## src/pkg/adcs_consts.vh

```
`ifndef ADCS_CONSTS_VH
`define ADCS_CONSTS_VH

// cpu byte addresses
`define ADCS_OFF_RESULT_A_HI 4'h0
`define ADCS_OFF_RESULT_A_LO 4'h1
`define ADCS_OFF_RESULT_B_HI 4'h2
`define ADCS_OFF_RESULT_B_LO 4'h3
`define ADCS_OFF_RESULT_C_HI 4'h4
`define ADCS_OFF_RESULT_C_LO 4'h5
`define ADCS_OFF_RESULT_D_HI 4'h6
`define ADCS_OFF_RESULT_D_LO 4'h7
`define ADCS_OFF_CONTROL_STATUS 4'h8
`define ADCS_OFF_TRIGGER_CONTROL 4'h9

// control/status fields
`define ADCS_BIT_END_FLAG 7
`define ADCS_BIT_IRQ_ENABLE 6
`define ADCS_BIT_START 5
`define ADCS_BIT_SCAN 4
`define ADCS_BIT_TIME_SEL 3
`define ADCS_BIT_CHAN_HI 2
`define ADCS_BIT_CHAN_LO 0
`define ADCS_CSR_RESET 8'h00

// trigger control fields
`define ADCS_BIT_TRIG_ENABLE 7
`define ADCS_BIT_TRIG_RSVD0 0
`define ADCS_TRIG_RSVD_ONES 6'h3F

// result layout
`define ADCS_RESULT_RESET 16'h0000
`define ADCS_RESULT_LSB 6
`define ADCS_RESULT_PAD 6'h00

// conversion times in states (one state is one clk)
`define ADCS_STATES_FIRST_SLOW 8'd134
`define ADCS_STATES_FIRST_FAST 8'd70
`define ADCS_STATES_NEXT_SLOW 8'd128
`define ADCS_STATES_NEXT_FAST 8'd66

`endif

```

## src/hw/adcs_conv_timer.v

```verilog
`include "adcs_consts.vh"

module adcs_conv_timer (
  // clock and reset
  input wire clk,
  input wire rst_n,
  // control
  input wire load,
  input wire abort,
  input wire [7:0] load_val,
  // status
  output wire busy,
  output wire done
);
  reg [7:0] cnt_reg;
  reg [7:0] cnt_next;

  always @* begin
    cnt_next = cnt_reg;
    if (abort) begin
      cnt_next = 8'h00;
    end else if (load) begin
      cnt_next = load_val;
    end else if (cnt_reg != 8'h00) begin
      cnt_next = cnt_reg - 8'h01;
    end
  end

  always @(posedge clk) begin
    if (!rst_n) begin
      cnt_reg <= 8'h00;
    end else begin
      cnt_reg <= cnt_next;
    end
  end

  assign busy = (cnt_reg != 8'h00);
  // the last state of the count; abort suppresses a finish in the same cycle
  assign done = (cnt_reg == 8'h01) && !abort;
endmodule

```

## src/hw/adcs_trig_edge.v

```verilog
module adcs_trig_edge (
  // clock and reset
  input wire clk,
  input wire rst_n,
  // pin and enable
  input wire ext_trigger_n,
  input wire enable,
  // event
  output wire fall
);
  reg prev_reg;

  // reset to high so a pin held low at release gives an edge if enable is high in the first cycle
  always @(posedge clk) begin
    if (!rst_n) begin
      prev_reg <= 1'b1;
    end else begin
      prev_reg <= ext_trigger_n;
    end
  end

  assign fall = enable && prev_reg && !ext_trigger_n;
endmodule

```

## src/hw/adcs_top.v

```verilog
`include "adcs_consts.vh"

module adcs_top (
  // clock and reset
  input wire clk,
  input wire rst_n,
  // cpu access
  input wire [3:0] cpu_addr,
  input wire cpu_rd,
  input wire cpu_wr,
  input wire cpu_word,
  input wire [7:0] cpu_wdata,
  output wire [15:0] cpu_rdata,
  output wire cpu_rd_ack,
  // external trigger pin
  input wire ext_trigger_n,
  // analog core
  output wire [2:0] ana_chan,
  output wire ana_sample,
  input wire [9:0] ana_result,
  // interrupt request
  output wire conv_end_irq
);
  localparam ST_IDLE = 2'b01;
  localparam ST_CONV = 2'b10;
  localparam [7:0] CSR_RESET = `ADCS_CSR_RESET;

  reg [1:0] state_reg;
  reg [1:0] state_next;
  reg [2:0] chan_reg;
  reg [2:0] chan_next;

  reg conv_end_flag_reg;
  reg conv_end_flag_next;
  reg flag_seen_reg;
  reg flag_seen_next;
  reg conv_end_irq_enable_reg;
  reg conv_start_bit_reg;
  reg conv_start_bit_next;
  reg scan_mode_reg;
  reg conv_time_select_reg;
  reg [2:0] chan_sel_reg;
  reg trigger_enable_bit_reg;
  reg trig_rsvd0_reg;
  reg conv_end_irq_enable_next;
  reg scan_mode_next;
  reg conv_time_select_next;
  reg [2:0] chan_sel_next;
  reg trigger_enable_bit_next;
  reg trig_rsvd0_next;

  reg [7:0] temp_lo_reg;
  reg [15:0] rdata_reg;
  reg [15:0] rdata_next;
  reg rd_ack_reg;

  reg load_conv;
  reg [7:0] load_val;
  reg store_result;
  reg set_end_flag;
  reg hw_clear_start;

  wire [15:0] result_word [0:3];
  wire conv_done;
  wire trig_fall;
  wire csr_wr;
  wire trg_wr;
  wire csr_rd;
  wire [7:0] csr_value;
  wire [7:0] trg_value;
  wire abort_conv;
  wire [2:0] first_chan;
  wire last_in_pass;
  wire [7:0] first_states;
  wire [7:0] next_states;
  wire res_rd;
  wire res_hi_rd;
  wire [1:0] res_sel;

  assign csr_wr = cpu_wr && (cpu_addr == `ADCS_OFF_CONTROL_STATUS);
  assign trg_wr = cpu_wr && (cpu_addr == `ADCS_OFF_TRIGGER_CONTROL);
  assign csr_rd = cpu_rd && (cpu_addr == `ADCS_OFF_CONTROL_STATUS);

  // even result address is an upper byte; a word read counts as one too
  assign res_rd = cpu_rd && !cpu_addr[3];
  assign res_hi_rd = res_rd && (cpu_word || !cpu_addr[0]);
  assign res_sel = cpu_addr[2:1];

  assign csr_value = {conv_end_flag_reg, conv_end_irq_enable_reg, conv_start_bit_reg,
                      scan_mode_reg, conv_time_select_reg, chan_sel_reg};
  assign trg_value = {trigger_enable_bit_reg, `ADCS_TRIG_RSVD_ONES, trig_rsvd0_reg};

  adcs_trig_edge u_trig (
    .clk(clk),
    .rst_n(rst_n),
    .ext_trigger_n(ext_trigger_n),
    .enable(trigger_enable_bit_reg),
    .fall(trig_fall)
  );

  // a running conversion is dropped as soon as start reads zero
  assign abort_conv = (state_reg == ST_CONV) && !conv_start_bit_reg;

  adcs_conv_timer u_timer (
    .clk(clk),
    .rst_n(rst_n),
    .load(load_conv),
    .abort(abort_conv),
    .load_val(load_val),
    .busy(),
    .done(conv_done)
  );

  // scan starts at input 0 or 4; single uses the field directly
  assign first_chan = scan_mode_reg ? {chan_sel_reg[`ADCS_BIT_CHAN_HI], 2'b00}
                                    : chan_sel_reg;
  assign last_in_pass = (chan_reg[1:0] == chan_sel_reg[1:0]);

  // the first conversion of a start is longer than the back-to-back ones of a scan
  assign first_states = conv_time_select_reg ? `ADCS_STATES_FIRST_FAST
                                             : `ADCS_STATES_FIRST_SLOW;
  assign next_states = conv_time_select_reg ? `ADCS_STATES_NEXT_FAST
                                            : `ADCS_STATES_NEXT_SLOW;

  // sequencer
  always @* begin
    state_next = state_reg;
    chan_next = chan_reg;
    load_conv = 1'b0;
    load_val = first_states;
    store_result = 1'b0;
    set_end_flag = 1'b0;
    hw_clear_start = 1'b0;
    case (state_reg)
      ST_IDLE: begin
        // only the first channel is taken here; scan mode and the channel field are read again while converting
        if (conv_start_bit_reg) begin
          chan_next = first_chan;
          load_conv = 1'b1;
          state_next = ST_CONV;
        end
      end
      ST_CONV: begin
        if (abort_conv) begin
          state_next = ST_IDLE;
        end else if (conv_done) begin
          store_result = 1'b1;
          if (!scan_mode_reg) begin
            set_end_flag = 1'b1;
            hw_clear_start = 1'b1;
            state_next = ST_IDLE;
          end else begin
            load_conv = 1'b1;
            load_val = next_states;
            if (last_in_pass) begin
              set_end_flag = 1'b1;
              chan_next = first_chan;
            end else begin
              chan_next = chan_reg + 3'd1;
            end
          end
        end
      end
      default: begin
        state_next = ST_IDLE;
      end
    endcase
  end

  always @(posedge clk) begin
    if (!rst_n) begin
      state_reg <= ST_IDLE;
      chan_reg <= 3'b000;
    end else begin
      state_reg <= state_next;
      chan_reg <= chan_next;
    end
  end

  // result registers, one per position in a group
  genvar gi;
  generate
    for (gi = 0; gi < 4; gi = gi + 1) begin : g_result
      reg [9:0] value_reg;
      always @(posedge clk) begin
        if (!rst_n) begin
          value_reg <= 10'h000;
        end else if (store_result && (chan_reg[1:0] == gi)) begin
          value_reg <= ana_result;
        end
      end
      // no write path reaches value_reg
      assign result_word[gi] = {value_reg, `ADCS_RESULT_PAD};
    end
  endgenerate

  // end flag: hardware set wins over a software clear in the same cycle
  always @* begin
    conv_end_flag_next = conv_end_flag_reg;
    flag_seen_next = flag_seen_reg;
    if (csr_rd && conv_end_flag_reg) begin
      flag_seen_next = 1'b1;
    end
    if (csr_wr) begin
      if (!cpu_wdata[`ADCS_BIT_END_FLAG] && flag_seen_reg) begin
        conv_end_flag_next = 1'b0;
      end
      // writing one has no effect on the flag itself
      flag_seen_next = 1'b0;
    end
    if (set_end_flag) begin
      conv_end_flag_next = 1'b1;
    end
  end

  // start bit: software write, trigger set, automatic clear
  always @* begin
    conv_start_bit_next = conv_start_bit_reg;
    if (hw_clear_start) begin
      conv_start_bit_next = 1'b0;
    end
    if (csr_wr) begin
      conv_start_bit_next = cpu_wdata[`ADCS_BIT_START];
    end
    if (trig_fall) begin
      conv_start_bit_next = 1'b1;
    end
  end

  // plain read/write control fields take the written byte as it stands
  always @* begin
    conv_end_irq_enable_next = conv_end_irq_enable_reg;
    scan_mode_next = scan_mode_reg;
    conv_time_select_next = conv_time_select_reg;
    chan_sel_next = chan_sel_reg;
    trigger_enable_bit_next = trigger_enable_bit_reg;
    trig_rsvd0_next = trig_rsvd0_reg;
    if (csr_wr) begin
      conv_end_irq_enable_next = cpu_wdata[`ADCS_BIT_IRQ_ENABLE];
      scan_mode_next = cpu_wdata[`ADCS_BIT_SCAN];
      conv_time_select_next = cpu_wdata[`ADCS_BIT_TIME_SEL];
      chan_sel_next = cpu_wdata[`ADCS_BIT_CHAN_HI:`ADCS_BIT_CHAN_LO];
    end
    // bit 0 of the trigger register is only stored and read back, it drives nothing
    if (trg_wr) begin
      trigger_enable_bit_next = cpu_wdata[`ADCS_BIT_TRIG_ENABLE];
      trig_rsvd0_next = cpu_wdata[`ADCS_BIT_TRIG_RSVD0];
    end
  end

  always @(posedge clk) begin
    if (!rst_n) begin
      conv_end_flag_reg <= CSR_RESET[`ADCS_BIT_END_FLAG];
      flag_seen_reg <= 1'b0;
      conv_end_irq_enable_reg <= CSR_RESET[`ADCS_BIT_IRQ_ENABLE];
      conv_start_bit_reg <= CSR_RESET[`ADCS_BIT_START];
      scan_mode_reg <= CSR_RESET[`ADCS_BIT_SCAN];
      conv_time_select_reg <= CSR_RESET[`ADCS_BIT_TIME_SEL];
      chan_sel_reg <= CSR_RESET[`ADCS_BIT_CHAN_HI:`ADCS_BIT_CHAN_LO];
      trigger_enable_bit_reg <= 1'b0;
      trig_rsvd0_reg <= 1'b0;
    end else begin
      conv_end_flag_reg <= conv_end_flag_next;
      flag_seen_reg <= flag_seen_next;
      conv_start_bit_reg <= conv_start_bit_next;
      conv_end_irq_enable_reg <= conv_end_irq_enable_next;
      scan_mode_reg <= scan_mode_next;
      conv_time_select_reg <= conv_time_select_next;
      chan_sel_reg <= chan_sel_next;
      trigger_enable_bit_reg <= trigger_enable_bit_next;
      trig_rsvd0_reg <= trig_rsvd0_next;
    end
  end

  // read path; data comes back registered one cycle after the strobe
  always @* begin
    rdata_next = 16'h0000;
    // addresses above the trigger register fall through and read zero
    case (cpu_addr)
      `ADCS_OFF_CONTROL_STATUS: begin
        rdata_next = {8'h00, csr_value};
      end
      `ADCS_OFF_TRIGGER_CONTROL: begin
        rdata_next = {8'h00, trg_value};
      end
      default: begin
        if (res_rd && cpu_word) begin
          rdata_next = result_word[res_sel];
        end else if (res_hi_rd) begin
          rdata_next = {8'h00, result_word[res_sel][15:8]};
        end else if (res_rd) begin
          rdata_next = {8'h00, temp_lo_reg};
        end
      end
    endcase
  end

  always @(posedge clk) begin
    if (!rst_n) begin
      temp_lo_reg <= 8'h00;
      rdata_reg <= 16'h0000;
      rd_ack_reg <= 1'b0;
    end else begin
      rd_ack_reg <= cpu_rd;
      if (cpu_rd) begin
        rdata_reg <= rdata_next;
      end
      // upper byte or word read freezes the lower half for a later byte read
      if (res_hi_rd) begin
        temp_lo_reg <= result_word[res_sel][7:0];
      end
    end
  end

  assign cpu_rdata = rdata_reg;
  assign cpu_rd_ack = rd_ack_reg;
  assign ana_chan = chan_reg;
  assign ana_sample = load_conv;
  assign conv_end_irq = conv_end_flag_reg && conv_end_irq_enable_reg;
endmodule

```

## config.mk

```make
export PLATFORM = sky130hd
export DESIGN_NAME = adcs_top
export DESIGN_NICKNAME = d
export VERILOG_FILES = /design/src/hw/adcs_conv_timer.v /design/src/hw/adcs_trig_edge.v /design/src/hw/adcs_top.v
export VERILOG_INCLUDE_DIRS = /design/src /design/src/pkg
export SDC_FILE = /design/constraint.sdc
export NUM_CORES = 1
export LEC_CHECK = 0
export BUFFER_PORTS_ARGS = -buffer_cell sky130_fd_sc_hd__buf_2
export CAP_MARGIN = 10
export CORE_MARGIN = 2
export CORE_UTILIZATION = 50
export CTS_CLUSTER_SIZE = 10
export DETAILED_ROUTE_END_ITERATION = 8
export GPL_TIMING_DRIVEN = 0
export PLACE_DENSITY = 0.7
export SETUP_SLACK_MARGIN = 0.1
export SKIP_LAST_GASP = 1
export SYNTH_ARGS = -nofsm -noshare
export SYNTH_HDL_FRONTEND = slang
export SYNTH_SLANG_ARGS = --single-unit
export TNS_END_PERCENT = 1
```

## constraint.sdc

```tcl
create_clock -name clk -period 2.6 [get_ports clk]
set_input_delay 0.13 -clock clk [delete_from_list [all_inputs] [get_ports clk]]
set_output_delay 0.13 -clock clk [all_outputs]
set_load 0.03 [all_outputs]
```

==> impl_metrics.json, run 1 <==
{
  "grt_antenna_before_repair": 0,
  "timing.fmax_mhz": 431,
  "largest_reg_flops": 40,
  "syn_inst": 407,
  "wire_length_of_the_first_global_routing_pass_um": 15500,
  "final_setup_fails": 0,
  "antenna-diode-count": 0,
  "critical_path_maximum_fanout": 9,
  "synth_fp_nets": 444,
  "worst_setup_slack_post_dpl_ns": 0.647,
  "synth_top_cell_area_share": 0.413,
  "start_kind": "register",
  "synth_top_area_cell": "dfxtp_1",
  "synthDistinctLibCells": 54,
  "final_layout_size_suffix_gt1_frac": 0.214,
  "drt_first_pass_iters": 4,
  "pin_count": 50,
  "timing.setup.critical_path_class": "reg2out",
  "gr_util_met1": 0.316,
  "die_width_um": 94.2,
  "power.leakage_nw": 2.08,
  "global_route.usage.met2": 0.371,
  "synth_area_um2": 4070,
  "area_growth_pct": 15.0,
  "die_area_um2": 8880,
  "h_tree_levels": 3,
  "dp.final_hpwl_um": 6730,
  "synth-seq-area-share": 0.413,
  "grt.overflow.total": 0,
  "tritoncts_num_sinks": 84,
  "ctsResizeCount": 0,
  "endpoint_kind": "output pin",
  "avgViaCountPerCell": 5.46,
  "finish.net_count": 504,
  "via_count": 3134,
  "cp_data_arrival_time_ns": 2.19,
  "root_buffer": "clkbuf_8",
  "final.setup.tns_ns": 0,
  "holdCritPathClass": "in2reg",
  "ctsLongestPathBuffers": 2,
  "maximum_number_of_pins_on_one_net_before_global_route_repair": 16,
  "edff_count_synth": 0,
  "port_buffers": 48,
  "timing.critical_path.cells": "ha_1, nor4b_4, a31oi_2, or2_4, inv_2, buf_2",
  "asyncSetResetFlopFracSynth": 0,
  "number_of_global_route_vias_before_repair": 3043,
  "route.detailed.drc": 0,
  "setup_skew_ns": 0.0139,
  "cts_inserted_buffers": 9,
  "largest_cells_by_area_after_synthesis": "dfxtp_1 (41%), mux2i_1 (12%), nor2b_1 (10%)",
  "starting_density_of_the_core": 0.521,
  "hold_viol": 0,
  "postRouteAntennaNets": 0,
  "timing.critical_path.slowest_cell_delay_ns": 0.44,
  "finalWirelength_um": 9440,
  "post-route-worst-setup-slack_ns": 0.277,
  "floorplan.core_area_um2": 7810,
  "drv_cap": 0,
  "worst_slew_pin_slew_ns": 0.671,
  "postCtsSetupRepairBufs": 0,
  "cts-hold-fix-buffers": 1,
  "critical_path_required_ns": 2.47,
  "clkLatencyLatePin_ns": 0.35,
  "stdcell_area_um2": 4680,
  "critical-path-top-delay-family": "simple AND/OR/NAND/NOR gates",
  "critPathSlowestCell": "nor4b_4",
  "yosys.cell_count.top_type": "dfxtp_1",
  "place.gp.congestion": 0.848,
  "nFillCells": 712,
  "rows": 32,
  "grt_usage": 0.226,
  "setup_repair_after_global_routing_missed_its_margin": "no",
  "top_usage_layer": "met2",
  "yosysWarningCount": 0,
  "final_clock_period_utilization_by_the_worst_path": 0.893,
  "netlist_top_cells_count": "dfxtp_1 (84), nor2b_1 (67), mux2i_1 (49), nand2_1 (18), o21ai_0 (18)",
  "p_per_area_nw_per_um2": 679,
  "cts_tree": "done",
  "drt-initial-drc-count": 98,
  "routedWlPerCell_um": 16.4,
  "fp.dieH_um": 94.2,
  "placedInstanceArea_um2": 4440,
  "timing.slew.headroom": 0.550,
  "finalMaxSlewViolations": 0,
  "postSynth.topFlopCell": "dfxtp_1",
  "postSynthRegisterBits": 84,
  "crit_buf_inv": 2,
  "cts.clk_slew.worst_paths_ns": 0.10,
  "peakVddDrop_v": 0.000430,
  "syn-mean-instance-area_um2": 10.0,
  "fin_crit_ns": 2.32,
  "grt.met3_usage": 0.0289,
  "finalPower_mw": 3.18,
  "outcome": "finished, final reports clean"
}
kinds of logic (layout without fill, tap and decap cells):
kind of cell | after synthesis | after routing | synth area share
buffers and inverters | 33 | 98 | 0.0335
XOR/XNOR | 6 | 6 | 0.0129
AO/OA/AOI/OAI | 73 | 73 | 0.118
multiplexers | 62 | 62 | 0.184
AND/OR/NAND/NOR | 140 | 140 | 0.211
adder cells (fa/ha/maj) | 9 | 9 | 0.0277
flip-flops | 84 | 84 | 0.413
cells in the final DEF, fill, tap and decap left out, types with 8 or more instances in the layout:
cell	n
a21boi_0	9
o21ai_0	18
inv_1	11
nor2_1	8
nand2_1	18
clkbuf_1	12
ha_1	9
mux2i_1	49
mux4_2	10
clkbuf_8	10
buf_2	55
dfxtp_1	84
nand3_1	12
a21oi_1	16
nor2b_1	67
routing by layer:
layer / vias up / wire length, um
li1: 1552 / -
met1: 1510 / 4630
met2: 62 / 4370
met3: 10 / 336
met4: 0 / 103
met5: - / 0
worst reg2reg max path, delay by kind of cell (launching register included):
kind                     cells  cell delay [ns]
AND/OR/NAND/NOR              3             0.71
flip-flops                   1             0.34
adder cells (fa/ha/maj)      1             0.28
AO/OA/AOI/OAI                1             0.25
buffers and inverters        2             0.21
report_power, final:
group          switching, mW  internal (mW)
Clock                  0.506          0.577
Sequential            0.0888           1.35
Combinational          0.361          0.295
path summary, 6_finish.rpt:
kind                                             start                                   end  slack [ns]  cells past startpoint
setup / recovery       u_timer.cnt_reg[0]$_SDFFE_PP0P_                            ana_sample        0.28                      6
hold / removal                            cpu_wdata[6]  conv_end_irq_enable_reg$_SDFFE_PN0P_        0.03                      3
setup reg to reg             state_reg[0]$_SDFFE_PN1P_              ana_chan[2]$_SDFFE_PN0P_        0.70                      7
hold reg to reg   conv_end_irq_enable_reg$_SDFFE_PN0P_  conv_end_irq_enable_reg$_SDFFE_PN0P_        0.49                      2
through the flow:
| step | hold WS [ns] | util | cells |
|---|---|---|---|
| after floorplan | 0.231 | - | 407 |
| after global placement | 0.341 | 0.568 | 557 |
| after detailed placement | 0.334 | 0.568 | 557 |
| after CTS | 0.0346 | 0.600 | 574 |
| after global routing | 0.0349 | 0.600 | 574 |
| final | 0.0306 | 0.600 | 574 |
final cells by class:
| type | count | area [um2] | area share |
|---|---|---|---|
| inverter | 12 | 45.0 | 0.00962 |
| clock inverter | 6 | 95.1 | 0.0203 |
| multi-input combinational | 290 | 2250 | 0.481 |
| tap | 102 | 128 | 0.0273 |
| timing repair buffer | 49 | 250 | 0.0535 |
| sequential | 84 | 1680 | 0.359 |
| clock buffer | 10 | 138 | 0.0294 |
| buffer | 21 | 91.3 | 0.0195 |
(Power assumes the default switching activity.)
==> run 2: changes to the inputs <==
PLACE_DENSITY = 0.73   (was 0.7)
clock period = 2.1 ns   (was 2.6 ns; I/O delays follow)
==> impl_metrics.json, run 2 (same netlist as run 1, synthesis figures left out) <==
{
  "outcome": "finished, final reports clean",
  "top_usage_layer": "met2",
  "setup_skew_ns": 0.0128,
  "cts.clk_slew.worst_paths_ns": 0.09,
  "timing.critical_path.cells": "inv_2, ha_1, nor4b_4, a31oi_2, or2_4, inv_6, buf_6",
  "die_area_um2": 8880,
  "holdCritPathClass": "in2reg",
  "grt_antenna_before_repair": 0,
  "h_tree_levels": 3,
  "wire_length_of_the_first_global_routing_pass_um": 15700,
  "die_width_um": 94.2,
  "area_growth_pct": 16.9,
  "port_buffers": 48,
  "final_layout_size_suffix_gt1_frac": 0.234,
  "avgViaCountPerCell": 5.43,
  "timing.critical_path.slowest_cell_delay_ns": 0.34,
  "starting_density_of_the_core": 0.521,
  "gr_util_met1": 0.314,
  "placedInstanceArea_um2": 4440,
  "drt-initial-drc-count": 132,
  "floorplan.core_area_um2": 7810,
  "critical_path_maximum_fanout": 4,
  "grt.met3_usage": 0.0329,
  "stdcell_area_um2": 4760,
  "worst_setup_path_startpoint": "u_timer.cnt_reg[1]$_SDFFE_PP0P_",
  "storage_element_area_um2": 1690,
  "antenna-diode-count": 0,
  "grt_usage": 0.229,
  "postRouteAntennaNets": 0,
  "finalMaxSlewViolations": 0,
  "maximum_number_of_pins_on_one_net_before_global_route_repair": 17,
  "fp.dieH_um": 94.2,
  "final_cell_mix": "dfxtp_1 (82), nor2b_1 (67), buf_2 (54), mux2i_1 (49)",
  "routedWlPerCell_um": 16.4,
  "route.detailed.drc": 0,
  "timing.fmax_mhz": 515,
  "via_count": 3156,
  "number_of_global_route_vias_before_repair": 3160,
  "clkLatencyLatePin_ns": 0.36,
  "crit-reg2reg-launch": "u_timer.cnt_reg[1]$_SDFFE_PP0P_",
  "start_kind": "register",
  "dp_cells": 557,
  "multi_input_gate_area_um2": 2260,
  "cts_tree": "done",
  "timing.setup.critical_path_class": "reg2out",
  "tritoncts_num_sinks": 84,
  "global_route.usage.met2": 0.371,
  "dp.final_hpwl_um": 6750,
  "place.gp.congestion": 0.815,
  "p_per_area_nw_per_um2": 835,
  "timing.slew.headroom": 0.570,
  "ctsLongestPathBuffers": 2,
  "finalNonFillerCells": 581,
  "leading_cell_type_in_the_layout_fill_and_taps_excluded": "dfxtp_1",
  "nFillCells": 709,
  "peakVddDrop_v": 0.000451,
  "final_setup_fails": 0,
  "worst_hold_path_startpoint": "cpu_wdata[1]",
  "cts_inserted_buffers": 9,
  "worst_slew_pin_slew_ns": 0.641,
  "largest_reg_flops": 40,
  "drt_first_pass_iters": 4,
  "final_clock_period_utilization_by_the_worst_path": 0.925,
  "fin_crit_ns": 1.94,
  "rows": 32,
  "finish.net_count": 511,
  "critical_path_required_ns": 2.00,
  "cp_data_arrival_time_ns": 1.84,
  "drv_cap": 0,
  "grt.overflow.total": 0,
  "power.leakage_nw": 2.10,
  "finalWirelength_um": 9530,
  "endpoint_kind": "output pin",
  "setup_repair_after_global_routing_missed_its_margin": "no",
  "critPathSlowestCell": "dfxtp_2",
  "r2r_slack_ns": 0.23,
  "root_buffer": "clkbuf_8",
  "hold_viol": 0,
  "pin_count": 50,
  "finalPower_mw": 3.98,
  "final.setup.tns_ns": 0
}
==> run 2: routing by layer <==
layer  vias to the layer above  wire length, um  share of wire
met5                         -                0              0
met4                         0              114          0.012
met3                         9              394          0.041
met2                        65             4540           0.48
met1                      1512             4480           0.47
li1                       1570                -              -
==> run 2: final timing paths <==
path | endpoint | cells past startpoint
hold / removal | chan_sel_reg[1]$_SDFFE_PN0P_ | 3
setup reg to reg | ana_chan[2]$_SDFFE_PN0P_ | 8
setup / recovery | ana_sample | 7
hold reg to reg | conv_end_irq_enable_reg$_SDFFE_PN0P_ | 2
==> run 2: power by group <==
part | total [mW] | switching [mW] | internal, mW
combinational | 0.853 | 0.462 | 0.391
sequential | 1.80 | 0.115 | 1.68
clock | 1.33 | 0.640 | 0.687
total | 3.98 | 1.22 | 2.76
==> run 2: repair_timing <==
action                                  4_1_cts  5_1_grt
resized for setup                             3        8
endpoints found under the setup margin        1        2
hold endpoints to repair                      2        0
pin swaps                                     1        2
setup buffers                                 2        4
hold buffers                                  2        0
==> run 2: metrics by stage <==
stage | setup WS, ns | hold slack [ns] | util
6_report | 0.157 | 0.0178 | 0.609
5_1_grt | 0.0943 | 0.0206 | 0.609
4_1_cts | 0.118 | 0.00888 | 0.603
3_5_place_dp | 0.185 | 0.319 | 0.568
3_3_place_gp | 0.196 | 0.314 | 0.568
2_1_floorplan | 0.328 | 0.206 | -
==> run 2: layout make-up <==
class	instances	share of cell area
Sequential cell	84	0.354
Clock inverter	7	0.0216
Tap cell	102	0.0268
Clock buffer	9	0.0260
Buffer	21	0.0192
Inverter	12	0.0105
Timing Repair Buffer	56	0.0655
Multi-Input combinational cell	290	0.476
==> run 2: worst max-delay path, delay by kind of cell (launching register included) <==
family          cells  cell delay (ns)
simple gates        2             0.57
flops               1             0.34
buf+inv             3             0.26
compound gates      1             0.16
fa+ha+maj           1             0.14
==> run 3: changes to the inputs <==
ABC_AREA = 1   (was default)
SYNTH_HIERARCHICAL = 1   (was default)
==> impl_metrics.json, run 3 <==
{
  "worst_hold_path_startpoint": "ana_result[4]",
  "leading_cell_type_in_the_layout_fill_and_taps_excluded": "nor2_1",
  "dp.final_hpwl_um": 7790,
  "stdcell_area_um2": 4840,
  "endpoint_of_the_most_critical_register_to_register_path": "g_result[0].value_reg[7]$_SDFFE_PN0P_",
  "cp_data_arrival_time_ns": 2.31,
  "hold_path_depth": 3,
  "p_per_area_nw_per_um2": 867,
  "tritoncts_num_sinks": 84,
  "synth_area_um2": 3980,
  "rows": 32,
  "timing.reg2reg.worst_path_depth": 14,
  "h_tree_levels": 3,
  "grt_usage": 0.274,
  "largest_reg_flops": 40,
  "crit-reg2reg-launch": "state_reg[0]$_SDFFE_PN1P_",
  "drt-initial-drc-count": 272,
  "routedWlPerCell_um": 15.3,
  "critical_path_maximum_fanout": 5,
  "yosysWarningCount": 6,
  "area_growth_pct": 21.7,
  "grt_antenna_before_repair": 0,
  "wire_length_of_the_first_global_routing_pass_um": 18600,
  "crit_buf_inv": 6,
  "starting_density_of_the_core": 0.514,
  "final_cell_mix": "nor2_1 (108), nand2_1 (101), dfxtp_1 (83), buf_2 (54), a21oi_1 (44)",
  "timing.slew.headroom": 0.605,
  "holdPathEnd": "g_result[0].value_reg[4]$_SDFFE_PN0P_",
  "cts_inserted_buffers": 9,
  "ctsLongestPathBuffers": 2,
  "finalWirelength_um": 11500,
  "timing.setup.critical_path_class": "reg2reg",
  "critPathSlowestCell": "dfxtp_2",
  "critical-path-top-delay-family": "simple AND/OR/NAND/NOR gates",
  "floorplan.core_area_um2": 7730,
  "number_of_global_route_vias_before_repair": 3903,
  "placedInstanceArea_um2": 4400,
  "clkLatencyLatePin_ns": 0.35,
  "route.detailed.drc": 0,
  "power.leakage_nw": 2.14,
  "fin_crit_ns": 2.02,
  "antenna-diode-count": 0,
  "timing.critical_path.cells": "inv_2, ha_4, buf_6, inv_4, nor2_2, inv_2, nand3_2, nor2_4, buf_6, nand3_4, nor2_4, clkbuf_16, o21ai_2, nor2_1",
  "r2r_slack_ns": 0.08,
  "peakVddDrop_v": 0.000417,
  "start_kind": "register",
  "syn_inst": 569,
  "timing.critical_path.slowest_cell_delay_ns": 0.35,
  "port_buffers": 49,
  "maximum_number_of_pins_on_one_net_before_global_route_repair": 14,
  "pin_count": 50,
  "timing.fmax_mhz": 496,
  "drt_first_pass_iters": 6,
  "via_count": 4093,
  "setup_repair_after_global_routing_missed_its_margin": "yes",
  "final_clock_period_utilization_by_the_worst_path": 0.961,
  "endpoint_kind": "register",
  "grt.overflow.total": 0,
  "cts_tree": "done",
  "critical_path_required_ns": 2.40,
  "finish.net_count": 684,
  "avgViaCountPerCell": 5.44,
  "worst_slew_pin_slew_ns": 0.593,
  "outcome": "finished, final reports clean",
  "die_width_um": 93.2,
  "hold_viol": 0,
  "holdCritPathClass": "in2reg",
  "place.gp.congestion": 0.912,
  "root_buffer": "clkbuf_8",
  "finalPower_mw": 4.19,
  "postRouteAntennaNets": 0,
  "final_layout_size_suffix_gt1_frac": 0.206,
  "finalMaxSlewViolations": 0,
  "final_setup_fails": 0,
  "syn-mean-instance-area_um2": 6.99,
  "layout.core_utilization": 0.626,
  "fp.dieH_um": 93.2,
  "setup_skew_ns": 0.00808,
  "die_area_um2": 8680,
  "drv_cap": 0,
  "cts.clk_slew.worst_paths_ns": 0.09
}
==> run 3: tightest hold or removal path: stages <==
cell,delay (ns)
buf_2,0.11
nor2_1,0.05
nor2_1,0.07
==> run 3: worst max path at each step <==
stage	from	to	depth (start not counted)
3_5_place_dp	state_reg[0]$_SDFFE_PN1P_	u_timer/cnt_reg[6]$_SDFFE_PP0P_	16
3_3_place_gp	state_reg[0]$_SDFFE_PN1P_	u_timer/cnt_reg[6]$_SDFFE_PP0P_	16
2_1_floorplan	state_reg[0]$_SDFFE_PN1P_	u_timer/cnt_reg[6]$_SDFFE_PP0P_	16
5_1_grt	state_reg[0]$_SDFFE_PN1P_	g_result[0].value_reg[5]$_SDFFE_PN0P_	14
6_report	state_reg[0]$_SDFFE_PN1P_	g_result[0].value_reg[7]$_SDFFE_PN0P_	14
4_1_cts	state_reg[0]$_SDFFE_PN1P_	ana_sample	11
==> run 3: stage by stage <==
| stage | std cells | setup slack (ns) | TNS (ns) | hold slack [ns] |
|---|---|---|---|---|
| floorplan | 572 | -0.0122 | -0.0173 | 0.174 |
| global route | 753 | -0.0340 | -0.203 | 0.00149 |
| detailed placement | 723 | -0.0731 | -0.195 | 0.325 |
| global placement | 723 | -0.0346 | -0.0814 | 0.315 |
| CTS | 744 | 0.0915 | 0 | 0.00908 |
| finish | 753 | 0.0822 | 0 | 0.00454 |
==> run 3: layout make-up <==
cell class                      instances  area, um2
Inverter                               45        176
Buffer                                 21        139
Timing Repair Buffer                   64        397
Clock inverter                          5        100
Sequential cell                        84       1680
Multi-Input combinational cell        422       2080
Tap cell                              102        128
Clock buffer                           10        138
Fill cell                             725       2890
==> run 3: what timing repair did <==
action | 4_1_cts | 5_1_grt
hold buffers | 2 | 0
endpoints found under the hold margin | 2 | 0
resized for setup | 1 | 16
setup buffers | 4 | 7
pin swaps | 2 | 13
setup endpoints to repair | 8 | 53
gates cloned | 0 | 2
==> run 3: routing by layer <==
layer / global-route usage / wire, um
met4: 0.126 / 376
met5: 0 / 0
met2: 0.454 / 5350
met1: 0.351 / 5010
met3: 0.0435 / 788
==> run 3: power breakdown <==
group | internal [mW] | switching, mW | leakage [nW]
combinational | 0.391 | 0.633 | 1.34
clock | 0.813 | 0.585 | 0.122
sequential | 1.68 | 0.0853 | 0.681
total | 2.89 | 1.30 | 2.14
